--- src/verilog/e1s_regs.svh ---
// Register offsets, field positions, reset values and timing counts
`ifndef E1S_REGS_SVH
`define E1S_REGS_SVH

`define E1S_OFF_CFG 12'h000
`define E1S_OFF_STATUS 12'h004
`define E1S_OFF_INT_STAT 12'h008
`define E1S_OFF_INT_MASK 12'h00C

`define E1S_CFG_DECL_LSB 0
`define E1S_CFG_CLR_LSB 8
`define E1S_CFG_DECL_RST 8'h20
`define E1S_CFG_CLR_RST 8'h20
`define E1S_N_MIN 8'h0A

`define E1S_ST_FLAG 0
`define E1S_ST_CLOCKED 1
`define E1S_ST_DRIVE 2

`define E1S_INT_DECL 0
`define E1S_INT_CLR 1
`define E1S_INT_MODE 2
`define E1S_INT_W 3
`define E1S_INT_MASK_RST 3'h0

`define E1S_CLK_NS 100
`define E1S_IVL_NS 488
`define E1S_IVL_CYC ((`E1S_IVL_NS + `E1S_CLK_NS - 1) / `E1S_CLK_NS)
`define E1S_PW_NS 244
`define E1S_PW_CYC ((`E1S_PW_NS / `E1S_CLK_NS) < 1 ? 1 : (`E1S_PW_NS / `E1S_CLK_NS))
`define E1S_EXT_PERIODS 2048
`define E1S_TCK_LOSS_IVL 4
`define E1S_TCK_TO_CYC (`E1S_TCK_LOSS_IVL * `E1S_IVL_CYC)

`endif

--- src/verilog/e1s_pkg.sv ---
// Types shared by the E1 channel logic
`include "e1s_regs.svh"
package e1s_pkg;
    typedef struct packed {
        logic psel;
        logic penable;
        logic pwrite;
        logic [11:0] paddr;
        logic [31:0] pwdata;
    } e1s_apb_req_t;

    typedef struct packed {
        logic pready;
        logic [31:0] prdata;
        logic pslverr;
    } e1s_apb_rsp_t;

    typedef struct packed {
        logic positive;
        logic negative;
    } e1s_rails_t;

    typedef struct packed {
        logic rx_p_s1, rx_p_s2, rx_m_s1, rx_m_s2;
        logic ext_s1, ext_s2, ext_d;
        logic sel_s1, sel_s2;
        logic txp_s1, txp_s2, txm_s1, txm_s2;
        logic tck_s1, tck_s2, tck_d;
        logic rx_pos, rx_neg;
        logic [2:0] ivl_cnt;
        logic mark_seen;
        logic [7:0] run_cnt;
        logic [11:0] ext_cnt;
        logic ext_wait;
        logic flag;
        logic [5:0] clk_to;
        logic clocked;
        logic [1:0] pw_cnt;
        logic tx_p, tx_m;
        logic drv_en;
        logic [7:0] cfg_decl;
        logic [7:0] cfg_clr;
        logic [`E1S_INT_W-1:0] int_stat;
        logic [`E1S_INT_W-1:0] int_mask;
        logic irq;
        logic pready;
        logic [31:0] prdata;
        logic pslverr;
    } e1s_state_t;
endpackage : e1s_pkg

--- src/verilog/e1s_channel.sv ---
// One E1 channel: receive rails, signal-absent detector, transmit mode logic
//
// Chosen here: register access over APB and the address map.
`timescale 1ns/100ps
`default_nettype none
module e1s_channel (
    input wire logic i_clk,
    input wire logic i_srst,
    input wire e1s_pkg::e1s_apb_req_t i_apb,
    output e1s_pkg::e1s_apb_rsp_t o_apb,
    input wire e1s_pkg::e1s_rails_t i_rx_line,
    input wire logic i_absence_delay_select,
    input wire logic i_absence_extension_clock,
    input wire e1s_pkg::e1s_rails_t i_tx_rail,
    input wire logic i_tx_bit_clock,
    output e1s_pkg::e1s_rails_t o_rx_rail,
    output var logic o_signal_absent_flag,
    output e1s_pkg::e1s_rails_t o_tx_line,
    output var logic o_tx_drive_en,
    output var logic o_irq
);
    import e1s_pkg::*;

    e1s_state_t st_reg;
    e1s_state_t st_next;

    logic ivl_end;
    logic ext_edge;
    logic tck_edge;
    logic toward;
    logic [7:0] n_need;
    logic [7:0] run_inc;
    logic acc;
    logic wr;
    logic [31:0] rdata;
    logic mapped;

    always_comb begin
        st_next = st_reg;
        ivl_end = (st_reg.ivl_cnt == 3'(`E1S_IVL_CYC - 1));
        ext_edge = st_reg.ext_s2 & ~st_reg.ext_d;
        tck_edge = st_reg.tck_s2 & ~st_reg.tck_d;
        toward = st_reg.flag ? st_reg.mark_seen : ~st_reg.mark_seen;
        n_need = st_reg.flag ? st_reg.cfg_clr : st_reg.cfg_decl;
        run_inc = (st_reg.run_cnt == 8'hFF) ? 8'hFF : st_reg.run_cnt + 8'h01;
        acc = i_apb.psel & i_apb.penable;
        wr = acc & i_apb.pwrite & st_reg.pready;
        mapped = 1'b1;
        rdata = 32'h0000_0000;

        // Pin synchronisers
        st_next.rx_p_s1 = i_rx_line.positive;
        st_next.rx_p_s2 = st_reg.rx_p_s1;
        st_next.rx_m_s1 = i_rx_line.negative;
        st_next.rx_m_s2 = st_reg.rx_m_s1;
        st_next.ext_s1 = i_absence_extension_clock;
        st_next.ext_s2 = st_reg.ext_s1;
        st_next.ext_d = st_reg.ext_s2;
        st_next.sel_s1 = i_absence_delay_select;
        st_next.sel_s2 = st_reg.sel_s1;
        st_next.txp_s1 = i_tx_rail.positive;
        st_next.txp_s2 = st_reg.txp_s1;
        st_next.txm_s1 = i_tx_rail.negative;
        st_next.txm_s2 = st_reg.txm_s1;
        st_next.tck_s1 = i_tx_bit_clock;
        st_next.tck_s2 = st_reg.tck_s1;
        st_next.tck_d = st_reg.tck_s2;

        st_next.rx_pos = st_reg.rx_p_s2;
        st_next.rx_neg = st_reg.rx_m_s2;

        // Pulse-interval framing and mark detection
        st_next.ivl_cnt = ivl_end ? 3'h0 : st_reg.ivl_cnt + 3'h1;
        if (ivl_end) begin
            st_next.mark_seen = st_reg.rx_p_s2 | st_reg.rx_m_s2;
        end else begin
            st_next.mark_seen = st_reg.mark_seen | st_reg.rx_p_s2
                | st_reg.rx_m_s2;
        end

        // Extension clock periods counted while waiting in extended mode
        if (st_reg.ext_wait && ext_edge
            && st_reg.ext_cnt != 12'(`E1S_EXT_PERIODS)) begin
            st_next.ext_cnt = st_reg.ext_cnt + 12'h001;
        end

        if (ivl_end) begin
            if (!toward) begin
                st_next.run_cnt = 8'h00;
                st_next.ext_wait = 1'b0;
                st_next.ext_cnt = 12'h000;
            end else if (!st_reg.ext_wait) begin
                st_next.run_cnt = run_inc;
                if (run_inc >= n_need) begin
                    if (st_reg.sel_s2) begin
                        st_next.flag = ~st_reg.flag;
                        st_next.run_cnt = 8'h00;
                    end else begin
                        st_next.ext_wait = 1'b1;
                        st_next.ext_cnt = 12'h000;
                    end
                end
            end else if (st_reg.ext_cnt == 12'(`E1S_EXT_PERIODS)) begin
                st_next.flag = ~st_reg.flag;
                st_next.run_cnt = 8'h00;
                st_next.ext_wait = 1'b0;
                st_next.ext_cnt = 12'h000;
            end
        end

        // Transmit clock presence
        if (tck_edge) begin
            st_next.clk_to = 6'h00;
            st_next.clocked = 1'b1;
        end else if (st_reg.clk_to == 6'(`E1S_TCK_TO_CYC)) begin
            st_next.clocked = 1'b0;
        end else begin
            st_next.clk_to = st_reg.clk_to + 6'h01;
        end

        // Transmit pulse shaping
        if (st_reg.clocked) begin
            if (tck_edge) begin
                st_next.tx_p = st_reg.txp_s2 & ~st_reg.txm_s2;
                st_next.tx_m = st_reg.txm_s2 & ~st_reg.txp_s2;
                st_next.pw_cnt = 2'(`E1S_PW_CYC - 1);
            end else if (st_reg.pw_cnt != 2'h0) begin
                st_next.pw_cnt = st_reg.pw_cnt - 2'h1;
            end else begin
                st_next.tx_p = 1'b0;
                st_next.tx_m = 1'b0;
            end
        end else begin
            st_next.tx_p = st_reg.txp_s2 & ~st_reg.txm_s2;
            st_next.tx_m = st_reg.txm_s2 & ~st_reg.txp_s2;
            st_next.pw_cnt = 2'h0;
        end
        st_next.drv_en = 1'b1;
        if (st_reg.txp_s2 && st_reg.txm_s2) begin
            st_next.drv_en = 1'b0;
        end
        if (!st_reg.clocked && !st_reg.tck_s2) begin
            st_next.drv_en = 1'b0;
        end
        st_next.tx_p = st_next.tx_p & st_next.drv_en;
        st_next.tx_m = st_next.tx_m & st_next.drv_en;

        // Register reads
        case (i_apb.paddr)
            `E1S_OFF_CFG: begin
                rdata[`E1S_CFG_DECL_LSB +: 8] = st_reg.cfg_decl;
                rdata[`E1S_CFG_CLR_LSB +: 8] = st_reg.cfg_clr;
            end
            `E1S_OFF_STATUS: begin
                rdata[`E1S_ST_FLAG] = st_reg.flag;
                rdata[`E1S_ST_CLOCKED] = st_reg.clocked;
                rdata[`E1S_ST_DRIVE] = st_reg.drv_en;
            end
            `E1S_OFF_INT_STAT: rdata[`E1S_INT_W-1:0] = st_reg.int_stat;
            `E1S_OFF_INT_MASK: rdata[`E1S_INT_W-1:0] = st_reg.int_mask;
            default: mapped = 1'b0;
        endcase

        // APB: one wait state, write commits on the completing edge
        st_next.pready = acc & ~st_reg.pready;
        if (acc && !st_reg.pready) begin
            st_next.prdata = i_apb.pwrite ? 32'h0000_0000 : rdata;
            st_next.pslverr = ~mapped;
        end else if (st_reg.pready) begin
            st_next.prdata = 32'h0000_0000;
            st_next.pslverr = 1'b0;
        end

        if (wr && i_apb.paddr == `E1S_OFF_CFG) begin
            st_next.cfg_decl = (i_apb.pwdata[`E1S_CFG_DECL_LSB +: 8]
                < `E1S_N_MIN) ? `E1S_N_MIN
                : i_apb.pwdata[`E1S_CFG_DECL_LSB +: 8];
            st_next.cfg_clr = (i_apb.pwdata[`E1S_CFG_CLR_LSB +: 8]
                < `E1S_N_MIN) ? `E1S_N_MIN
                : i_apb.pwdata[`E1S_CFG_CLR_LSB +: 8];
        end
        if (wr && i_apb.paddr == `E1S_OFF_INT_MASK) begin
            st_next.int_mask = i_apb.pwdata[`E1S_INT_W-1:0];
        end
        if (wr && i_apb.paddr == `E1S_OFF_INT_STAT) begin
            st_next.int_stat = st_reg.int_stat
                & ~i_apb.pwdata[`E1S_INT_W-1:0];
        end
        // Events set after the clear so a coincident event survives
        if (st_next.flag && !st_reg.flag) begin
            st_next.int_stat[`E1S_INT_DECL] = 1'b1;
        end
        if (!st_next.flag && st_reg.flag) begin
            st_next.int_stat[`E1S_INT_CLR] = 1'b1;
        end
        if (st_next.clocked != st_reg.clocked) begin
            st_next.int_stat[`E1S_INT_MODE] = 1'b1;
        end
        st_next.irq = |(st_next.int_stat & st_next.int_mask);
    end

    always_ff @(posedge i_clk) begin
        if (i_srst) begin
            st_reg <= '0;
            st_reg.sel_s1 <= 1'b1;
            st_reg.sel_s2 <= 1'b1;
            // Pins idle high on their pull-ups, so no false edge after reset
            st_reg.tck_s1 <= 1'b1;
            st_reg.tck_s2 <= 1'b1;
            st_reg.tck_d <= 1'b1;
            st_reg.txp_s1 <= 1'b1;
            st_reg.txp_s2 <= 1'b1;
            st_reg.txm_s1 <= 1'b1;
            st_reg.txm_s2 <= 1'b1;
            st_reg.flag <= 1'b1;
            st_reg.cfg_decl <= `E1S_CFG_DECL_RST;
            st_reg.cfg_clr <= `E1S_CFG_CLR_RST;
            st_reg.int_mask <= `E1S_INT_MASK_RST;
        end else begin
            st_reg <= st_next;
        end
    end

    assign o_apb = '{pready: st_reg.pready, prdata: st_reg.prdata,
                     pslverr: st_reg.pslverr};
    assign o_rx_rail = '{positive: st_reg.rx_pos, negative: st_reg.rx_neg};
    assign o_signal_absent_flag = st_reg.flag;
    assign o_tx_line = '{positive: st_reg.tx_p, negative: st_reg.tx_m};
    assign o_tx_drive_en = st_reg.drv_en;
    assign o_irq = st_reg.irq;

    property p_rx_rail;
        @(posedge i_clk) disable iff (i_srst)
        !$past(i_srst, 3)
        |-> o_rx_rail.positive == $past(i_rx_line.positive, 3);
    endproperty
    a_rx_rail: assert property (p_rx_rail)
        else $error("rx rail lag wrong");

    property p_flag_boundary;
        @(posedge i_clk) disable iff (i_srst)
        $changed(o_signal_absent_flag) |-> $past(ivl_end);
    endproperty
    a_flag_boundary: assert property (p_flag_boundary)
        else $error("flag moved mid interval");

    property p_min_window;
        @(posedge i_clk) disable iff (i_srst)
        $changed(o_signal_absent_flag) |-> $past(st_reg.run_cnt) >= 8'h09;
    endproperty
    a_min_window: assert property (p_min_window)
        else $error("flag changed too fast");

    property p_auto_decl;
        @(posedge i_clk) disable iff (i_srst)
        ivl_end && st_reg.sel_s2 && !st_reg.flag && !st_reg.mark_seen
        && !st_reg.ext_wait && run_inc >= st_reg.cfg_decl
        |=> o_signal_absent_flag;
    endproperty
    a_auto_decl: assert property (p_auto_decl)
        else $error("absence not declared");

    property p_auto_clr;
        @(posedge i_clk) disable iff (i_srst)
        ivl_end && st_reg.sel_s2 && st_reg.flag && st_reg.mark_seen
        && !st_reg.ext_wait && run_inc >= st_reg.cfg_clr
        |=> !o_signal_absent_flag;
    endproperty
    a_auto_clr: assert property (p_auto_clr)
        else $error("absence not cleared");

    property p_ext_delay;
        @(posedge i_clk) disable iff (i_srst)
        $changed(o_signal_absent_flag) && $past(st_reg.ext_wait)
        |-> $past(st_reg.ext_cnt) == 12'h800;
    endproperty
    a_ext_delay: assert property (p_ext_delay)
        else $error("extension cut short");

    property p_clock_seen;
        @(posedge i_clk) disable iff (i_srst)
        tck_edge |=> st_reg.clocked;
    endproperty
    a_clock_seen: assert property (p_clock_seen)
        else $error("clocked mode missed");

    property p_clock_lost;
        @(posedge i_clk) disable iff (i_srst)
        st_reg.clocked && !tck_edge && st_reg.clk_to == 6'h14
        |=> !st_reg.clocked;
    endproperty
    a_clock_lost: assert property (p_clock_lost)
        else $error("clock loss missed");

    property p_pulse_width;
        @(posedge i_clk) disable iff (i_srst)
        $rose(st_reg.tx_p) && st_reg.clocked && $past(tck_edge) && !tck_edge
        |-> st_reg.tx_p ##1 (st_reg.tx_p || !st_reg.drv_en)
        ##1 (!st_reg.tx_p || tck_edge || $past(tck_edge));
    endproperty
    a_pulse_width: assert property (p_pulse_width)
        else $error("pulse width wrong");

    property p_hiz;
        @(posedge i_clk) disable iff (i_srst)
        st_reg.txp_s2 && st_reg.txm_s2
        |=> !o_tx_drive_en && !o_tx_line.positive;
    endproperty
    a_hiz: assert property (p_hiz)
        else $error("driver left on");

    property p_stuck_low;
        @(posedge i_clk) disable iff (i_srst)
        !st_reg.clocked && !st_reg.tck_s2 |=> !o_tx_drive_en;
    endproperty
    a_stuck_low: assert property (p_stuck_low)
        else $error("driver on, clock low");

    property p_decl_event;
        @(posedge i_clk) disable iff (i_srst)
        $rose(o_signal_absent_flag) |-> st_reg.int_stat[`E1S_INT_DECL];
    endproperty
    a_decl_event: assert property (p_decl_event)
        else $error("declare event not latched");

    property p_clr_event;
        @(posedge i_clk) disable iff (i_srst)
        $fell(o_signal_absent_flag) |-> st_reg.int_stat[`E1S_INT_CLR];
    endproperty
    a_clr_event: assert property (p_clr_event)
        else $error("clear event not latched");

    property p_tx_exclusive;
        @(posedge i_clk) disable iff (i_srst)
        !(o_tx_line.positive && o_tx_line.negative);
    endproperty
    a_tx_exclusive: assert property (p_tx_exclusive)
        else $error("both transmit rails driven");

    c_declare: cover property (@(posedge i_clk) disable iff (i_srst)
        $rose(o_signal_absent_flag));
    c_clear: cover property (@(posedge i_clk) disable iff (i_srst)
        $fell(o_signal_absent_flag));
    c_ext: cover property (@(posedge i_clk) disable iff (i_srst)
        $changed(o_signal_absent_flag) && $past(st_reg.ext_wait));
    c_clocked: cover property (@(posedge i_clk) disable iff (i_srst)
        $rose(st_reg.clocked));
endmodule : e1s_channel
`default_nettype wire

--- config.mk ---
export PLATFORM = sky130hd
export DESIGN_NAME = e1s_channel
export DESIGN_NICKNAME = d
export VERILOG_FILES = /design/src/verilog/e1s_pkg.sv /design/src/verilog/e1s_channel.sv
export VERILOG_INCLUDE_DIRS = /design/src /design/src/verilog
export SDC_FILE = /design/constraint.sdc
export NUM_CORES = 1
export LEC_CHECK = 0
export ABC_AREA = 1
export BUFFER_PORTS_ARGS = -buffer_cell sky130_fd_sc_hd__clkbuf_2
export CAP_MARGIN = 20
export CORE_MARGIN = 4
export CORE_UTILIZATION = 62
export CTS_BUF_LIST = sky130_fd_sc_hd__clkbuf_4
export DETAILED_ROUTE_END_ITERATION = 6
export PLACE_DENSITY = 0.84
export SYNTH_ARGS = -nofsm -noshare
export SYNTH_HDL_FRONTEND = slang
export SYNTH_SLANG_ARGS = --single-unit
--- constraint.sdc ---
create_clock -name i_clk -period 6.9 [get_ports i_clk]
set_input_delay 1.035 -clock i_clk [delete_from_list [all_inputs] [get_ports i_clk]]
set_output_delay 1.035 -clock i_clk [all_outputs]
set_load 0.01 [all_outputs]
* After elaboration in Yosys (flattened, before gate mapping)
Cells that the tools add are included.
** Word-level totals
- Bits in registers :: 113
- Input port bits :: 56
- Output and inout port bits :: 41
- Logic and storage cells :: 143
** Operators by class
- Add/sub/neg operators :: 5
- Order comparisons :: 3
- Equal/unequal tests :: 10
- Mux-type cells :: 35
- Bitwise operators :: 25
- Reductions and logical operators :: 26
** Operators with widths (number)
- 22-bit 2-to-1 mux :: 3
- 33-bit 2-to-1 mux :: 2
- 8-bit 2-to-1 mux :: 5
- 13-bit 2-to-1 mux :: 2
- 12-bit by 4-bit equality test with 1-bit output, second input constant :: 2
- 21-bit 2-to-1 mux :: 1
- 8-bit by 4-bit less-than comparator with 1-bit output, second input constant :: 2
- 16-bit 2-to-1 mux :: 1
- 14-bit 2-to-1 mux :: 1
- 1-bit 2-to-1 mux :: 13
- 12-bit by 1-bit adder with 12-bit output, second input constant :: 1
- 12-bit equality test, second input constant :: 1
- 12-bit by 3-bit equality test with 1-bit output, second input constant :: 1
- 12-bit zero test :: 1
- 12-bit 2-to-1 mux :: 1
- 12-bit != test, second input constant :: 1
- 3-bit case mux with 4 select lines :: 1
- 1-bit bitwise AND :: 10
- 1-bit logical AND :: 10
- 3-bit 2-to-1 mux :: 3
- 1-bit inverter :: 9
- 8-bit by 1-bit adder with 8-bit output, second input constant :: 1
- 8-bit equality test, second input constant :: 1
- 8-bit greater-or-equal comparator :: 1
- other kinds (17) :: 30

* Depth between registers and ports, before layout
- Word-level depth :: 15
- Gate-level depth with buffers :: 26
- Gate-level depth less buffers :: 26

* Worst setup path before layout
No wires, ideal clock.
- Path type :: reg-to-reg
- Start :: reg st_reg[83] in the netlist's numbering
- End :: reg st_reg[82] in the netlist's numbering
- Library setup time :: 79 ps
- Arrival :: 2442 ps
- Required time :: 6821 ps
- Path slack :: 4379 ps
- Stages on the path, launching flop included :: 21
- Buffers on the path :: 1
- Period minus slack after synthesis :: 2521 ps
- Cell sequence :: dfxtp_1 ha_1 nand2_1 nor2_1 inv_1 nor2_1 nand2_1 nor2_1 inv_1 a21oi_1 a21o_1 ha_1 a21o_1 nor2_1 nand2_1 nand2_1 nand2_1 nand2_2 nand2_2 buf_6 a211oi_2
** On the way
- Word-level cells in the longest chain between the ends :: 7
- Elaborated cells on any way between the ends :: 8
- Classes of those cells :: add/sub (1); order compare (1); eq/ne (1); mux (5)
** RTL lines
- from (decl) :: line e1s_channel.sv:24 : e1s_state_t st_reg;
- from (signal assigned) :: line e1s_channel.sv:220 : st_reg <= st_next;
- 8-bit by 1-bit adder with 8-bit output / 8-bit equality test (equally long branches) :: line e1s_channel.sv:45 : run_inc = (st_reg.run_cnt == 8'hFF) ? 8'hFF : st_reg.run_cnt + 8'h01;
- 8-bit 2-to-1 mux (*) :: line e1s_channel.sv:45
- 8-bit greater-or-equal comparator (*) :: line e1s_channel.sv:94 : if (run_inc >= n_need) begin
- 22-bit 2-to-1 mux (*) :: line e1s_channel.sv:94
- 22-bit 2-to-1 mux (*) :: line e1s_channel.sv:92 : end else if (!st_reg.ext_wait) begin
- 21-bit 2-to-1 mux (*) :: line e1s_channel.sv:88 : if (!toward) begin
- 14-bit 2-to-1 mux (*) :: line e1s_channel.sv:87 : if (ivl_end) begin
Every way passes the cells marked *; elsewhere a longest branch is shown, timed or not.
A chain may end at the register's enable or synchronous reset.

* Final worst setup path
- Start :: reg st_reg[83] in the netlist's numbering
- End :: reg st_reg[81] in the netlist's numbering
The elaborated chain is that of the path after synthesis.

==> summary.md <==
The flow ran to the end, and the final reports show no timing, DRC or antenna violations. The area added between synthesis and finish came out at 6.301%. The number of antenna violations at the first check in global routing was 0; the synthesized-area fraction occupied by xor and xnor cells was 1.980%.

The floorplan step defined a die boundary enclosing 9328 µm². The number of max-slew violations in the final report was 0; the sequential share of the synthesized area was 39.92%. The biggest area contributor in the post-synthesis netlist is sky130_fd_sc_hd__dfxtp_1. After Yosys synthesis, full adders, half adders and majority gates account for 4.115% of the synthesized area. The number of gates resized after cts was 0. The die height is 96.58 µm. Registers take 1942 µm². The async set-reset flop share out of synthesis works out to 0%. Clock-pin slew reported for the worst setup and hold paths after clock tree synthesis: 0.15 ns. After synthesis, the most frequently instantiated cells are sky130_fd_sc_hd__nand2_1, sky130_fd_sc_hd__dfxtp_1, sky130_fd_sc_hd__inv_1. The count of input and output buffers is 64. Reg-to-reg startpoint: st_reg[83]. Biggest cell delay along the critical path: 0.43 ns. Yosys attributes the largest share of cell area to sky130_fd_sc_hd__dfxtp_1, sky130_fd_sc_hd__nand2_1, sky130_fd_sc_hd__buf_4. After synthesis the netlist holds a flip-flop and latch count of 97. The standard cell core area was 7687 µm²; the clock sink total was 97. In this run, synthesis inferred 0 flip-flops with an integrated enable. The number of cells on the worst reg-to-reg path is 20, and the placed cell area is 5019 µm². The tools report the H-tree depth reported by CTS as 3. The average vias per placed instance works out to 5.108. The path class of the lowest-slack min-delay path is reg2reg.

Buffers inserted during clock tree synthesis total 9. The run gives 0 as the remaining design rule violation count. The repair_antennas step left the layout with diodes totalling 0.

For the worst-skew pair, the clock arrives at the later sink with an insertion delay of 0.45 ns. The tools report the number of top-level pins as 97. Most repeated cell in the gate-level netlist after synthesis: sky130_fd_sc_hd__nand2_1. The number of instances on the worst hold path works out to 2.

The remaining max-slew budget at the tightest pin was 50.28%; the post-synthesis cell type count was 48. Along the worst path, the maximum fanout reaches 11. Detailed placement finished with a half-perimeter wire length of 7354 µm.

Wires add up to 9765 µm. The post-cts hold buffer count was 0; the final cell area excluding filler cells was 5171 µm². STA classifies the critical path endpoint as a flip-flop. After synthesis, the largest family of logic cells by area is simple AND/OR/NAND/NOR gates. The detailed-route wire length on metal 1 was 3957 µm.

Across the run, the number of max-cap violations was 0. Share of cell area taken by muxes after synthesis: 0.6173%. Dividing the synthesized area by the synthesized cell count gives 7.473 µm². Dividing the detail-routed wire length by the instance count gives 12.25 µm. Data on the critical path is required at its endpoint by 7.30 ns. The area of the multi-input gates is 2301 µm², and the simple logic cell fraction of the synthesized area is 26.11%. The post-synthesis instance area came out at 4865 µm².

Post-synthesis cell count: 651. TritonCTS built the clock tree. Once the floorplan was initialized, standard cells occupied 63.28% of the core.

No sink is reached through more buffers than the 2 on the longest clock path. Largest net degree at the start of global routing: 60. Once detail routing completed, the nets flagged for antenna violations numbered 0.

The run gives 0 as the hold violation count in the final report. In this design, the critical path's most frequently occurring cell is sky130_fd_sc_hd__nand2_1. The logs give 22.70% for the total routing usage reported by global routing and 2.268 nW for the leakage power total. Yosys printed 0 warnings. The first detailed-routing pass ran for 4 iterations. The classification of the worst setup path is reg2reg. At the pin with the least slew margin, the transition time is 0.7448 ns. The logs give 4011 for the number of global-route vias before repair and 612 µm for the routed length on met3. Net count reported at finish: 762. The worst hold path begins at st_next[111].

The final-report setup violation count is 0, and the final core utilization is 67.27%. The tools report the total negative setup slack as 0 ns. Of the cells placed in the final design, the portion with a size suffix greater than 1 is 18.85%.

The top cell type by area accounts for 39.92% of the synthesized area. The power per standard cell area is 184.0 nW/µm², and the slack of the critical path is 3.697 ns. The floorplan has 32 rows. The number of filler cells placed in the layout came out at 670. The tools report the buffers inserted during post-CTS setup optimization as 0. The clock period could shrink to 3.203 ns.

Before CTS, the worst setup slack after placement is 3.799 ns. Across all layers, the routed design uses 4071 vias. Data on the critical path arrives at its endpoint at 3.60 ns. Walking the worst path, the cells encountered are ha_1 > nand2_1 > nor2_1 > inv_1 > nor2_1 > nand2_1 > nor2_1 > nand2_1 > o21ai_0 > ha_1 > a21oi_1 > nor2_1 > nor2_1 > nand2_1 > nand2_1 > nand2_1 > nand2_2 > nand2_2 > a21oi_1 > and2_1. The ratio of final minimum period to clock period came out at 46.42%. The slowest library cell on the worst path is sky130_fd_sc_hd__dfxtp_1. In the detailed route, the total length drawn on met2 is 4999 µm. The fraction of the mapped netlist area in compound gates was 13.25%.

Setup repair after global routing left no endpoint under its margin. Global routing finished with a remaining overflow of 0. The most critical setup path has its startpoint at st_reg[83]. Routability-driven placement finished with a final weighted congestion of 0.8229.

The sort of element at the start of the critical path is a flip-flop. For this block, the initial DRC count from the detailed router was 188. The commonest register cell after synthesis was sky130_fd_sc_hd__dfxtp_1. Across the routed clock network, the largest skew measured is 0.01641 ns. The tools report the fmax as 312.2 MHz. Topmost layer with routed signal wires: met4. The maximum vdd drop came out at 0.1341 mV. The die is 96.58 µm wide.

The cell sitting at the root of the clock tree is a sky130_fd_sc_hd__clkbuf_4. The register with the most flip-flops in the layout has 61 of them. The first global-routing pass estimated 16910 µm of wire.
==> placed cells by master, fill, tap and decap left out, types with 3 or more instances in the layout <==
master                     instances
sky130_fd_sc_hd__a211oi_2          7
sky130_fd_sc_hd__a21oi_1          53
sky130_fd_sc_hd__clkbuf_2         64
sky130_fd_sc_hd__clkbuf_4          9
sky130_fd_sc_hd__conb_1           16
sky130_fd_sc_hd__dfxtp_1          97
sky130_fd_sc_hd__ha_1             16
sky130_fd_sc_hd__inv_1            78
sky130_fd_sc_hd__inv_2             6
sky130_fd_sc_hd__mux2i_1           3
sky130_fd_sc_hd__nand2_1         136
sky130_fd_sc_hd__nand2_2           4
sky130_fd_sc_hd__nand3_1          22
sky130_fd_sc_hd__nand4_1           4
sky130_fd_sc_hd__nor2_1           67
sky130_fd_sc_hd__nor2_2            7
sky130_fd_sc_hd__nor2_4            3
sky130_fd_sc_hd__nor3_1            8
sky130_fd_sc_hd__nor3_2            3
sky130_fd_sc_hd__nor4_1            3
sky130_fd_sc_hd__o21ai_0          32
sky130_fd_sc_hd__or2_2             9
sky130_fd_sc_hd__xnor2_1           5
sky130_fd_sc_hd__xor2_1            6
==> critical path, delay by kind of cell, from the launching register on <==
family | cells | cell delay, ns
and+or+nand+nor | 14 | 1.65
AOI/OAI and AO/OA | 3 | 0.50
adders and majority gates | 2 | 0.49
DFF | 1 | 0.43
buffers and inverters | 1 | 0.07
==> power breakdown <==
group          switching, mW  internal, mW  leakage (nW)
logic                 0.0412        0.0226          1.40
clock network          0.198         0.114        0.0769
registers            0.00577         0.570         0.787
total                  0.245         0.707          2.27
==> stage by stage <==
stage,cells,hold slack (ns),power [mW]
6_report,797,0.4140,0.9516
5_1_grt,797,0.4341,0.9914
4_1_cts,796,0.4190,0.9569
3_5_place_dp,780,0.3955,0.6509
3_3_place_gp,780,0.3889,0.6473
2_1_floorplan,666,0.3883,0.6357
==> final cells by class <==
| cell class | count | area share [%] |
|---|---|---|
| inverters | 85 | 6.194 |
| flip-flops and latches | 97 | 37.55 |
| multi-input cells | 431 | 44.50 |
| clock inverters | 7 | 1.500 |
| well taps | 102 | 2.468 |
| repair buffers | 66 | 6.484 |
| clock buffers | 9 | 1.307 |
==> per-layer routing <==
metal | vias to the layer above | track usage, %
li1 | 2104 | -
met1 | 1835 | 26.04
met2 | 114 | 41.09
met3 | 18 | 4.570
met4 | 0 | 8.995
met5 | - | 0
==> cells by family (layout without fill, tap and decap cells) <==
group | count (synthesis) | after routing
xor gates and xnor gates | 11 | 11
AOI/OAI and AO/OA | 108 | 108
other | 1 | 16
muxes | 3 | 3
and+or+nand+nor | 277 | 277
DFF | 97 | 97
adders and majority gates | 16 | 16
buffers and inverters | 138 | 167
==> worst paths after layout <==
| path | endpoint | slack [ns] |
|---|---|---|
| worst max register to register | st_reg[81] | 3.70 |
| worst min-delay path | st_next[96] | 0.41 |
| worst min register to register | st_next[96] | 0.41 |
| worst max-delay path | st_reg[81] | 3.70 |
No activity file was read; power rests on OpenSTA's default activity.
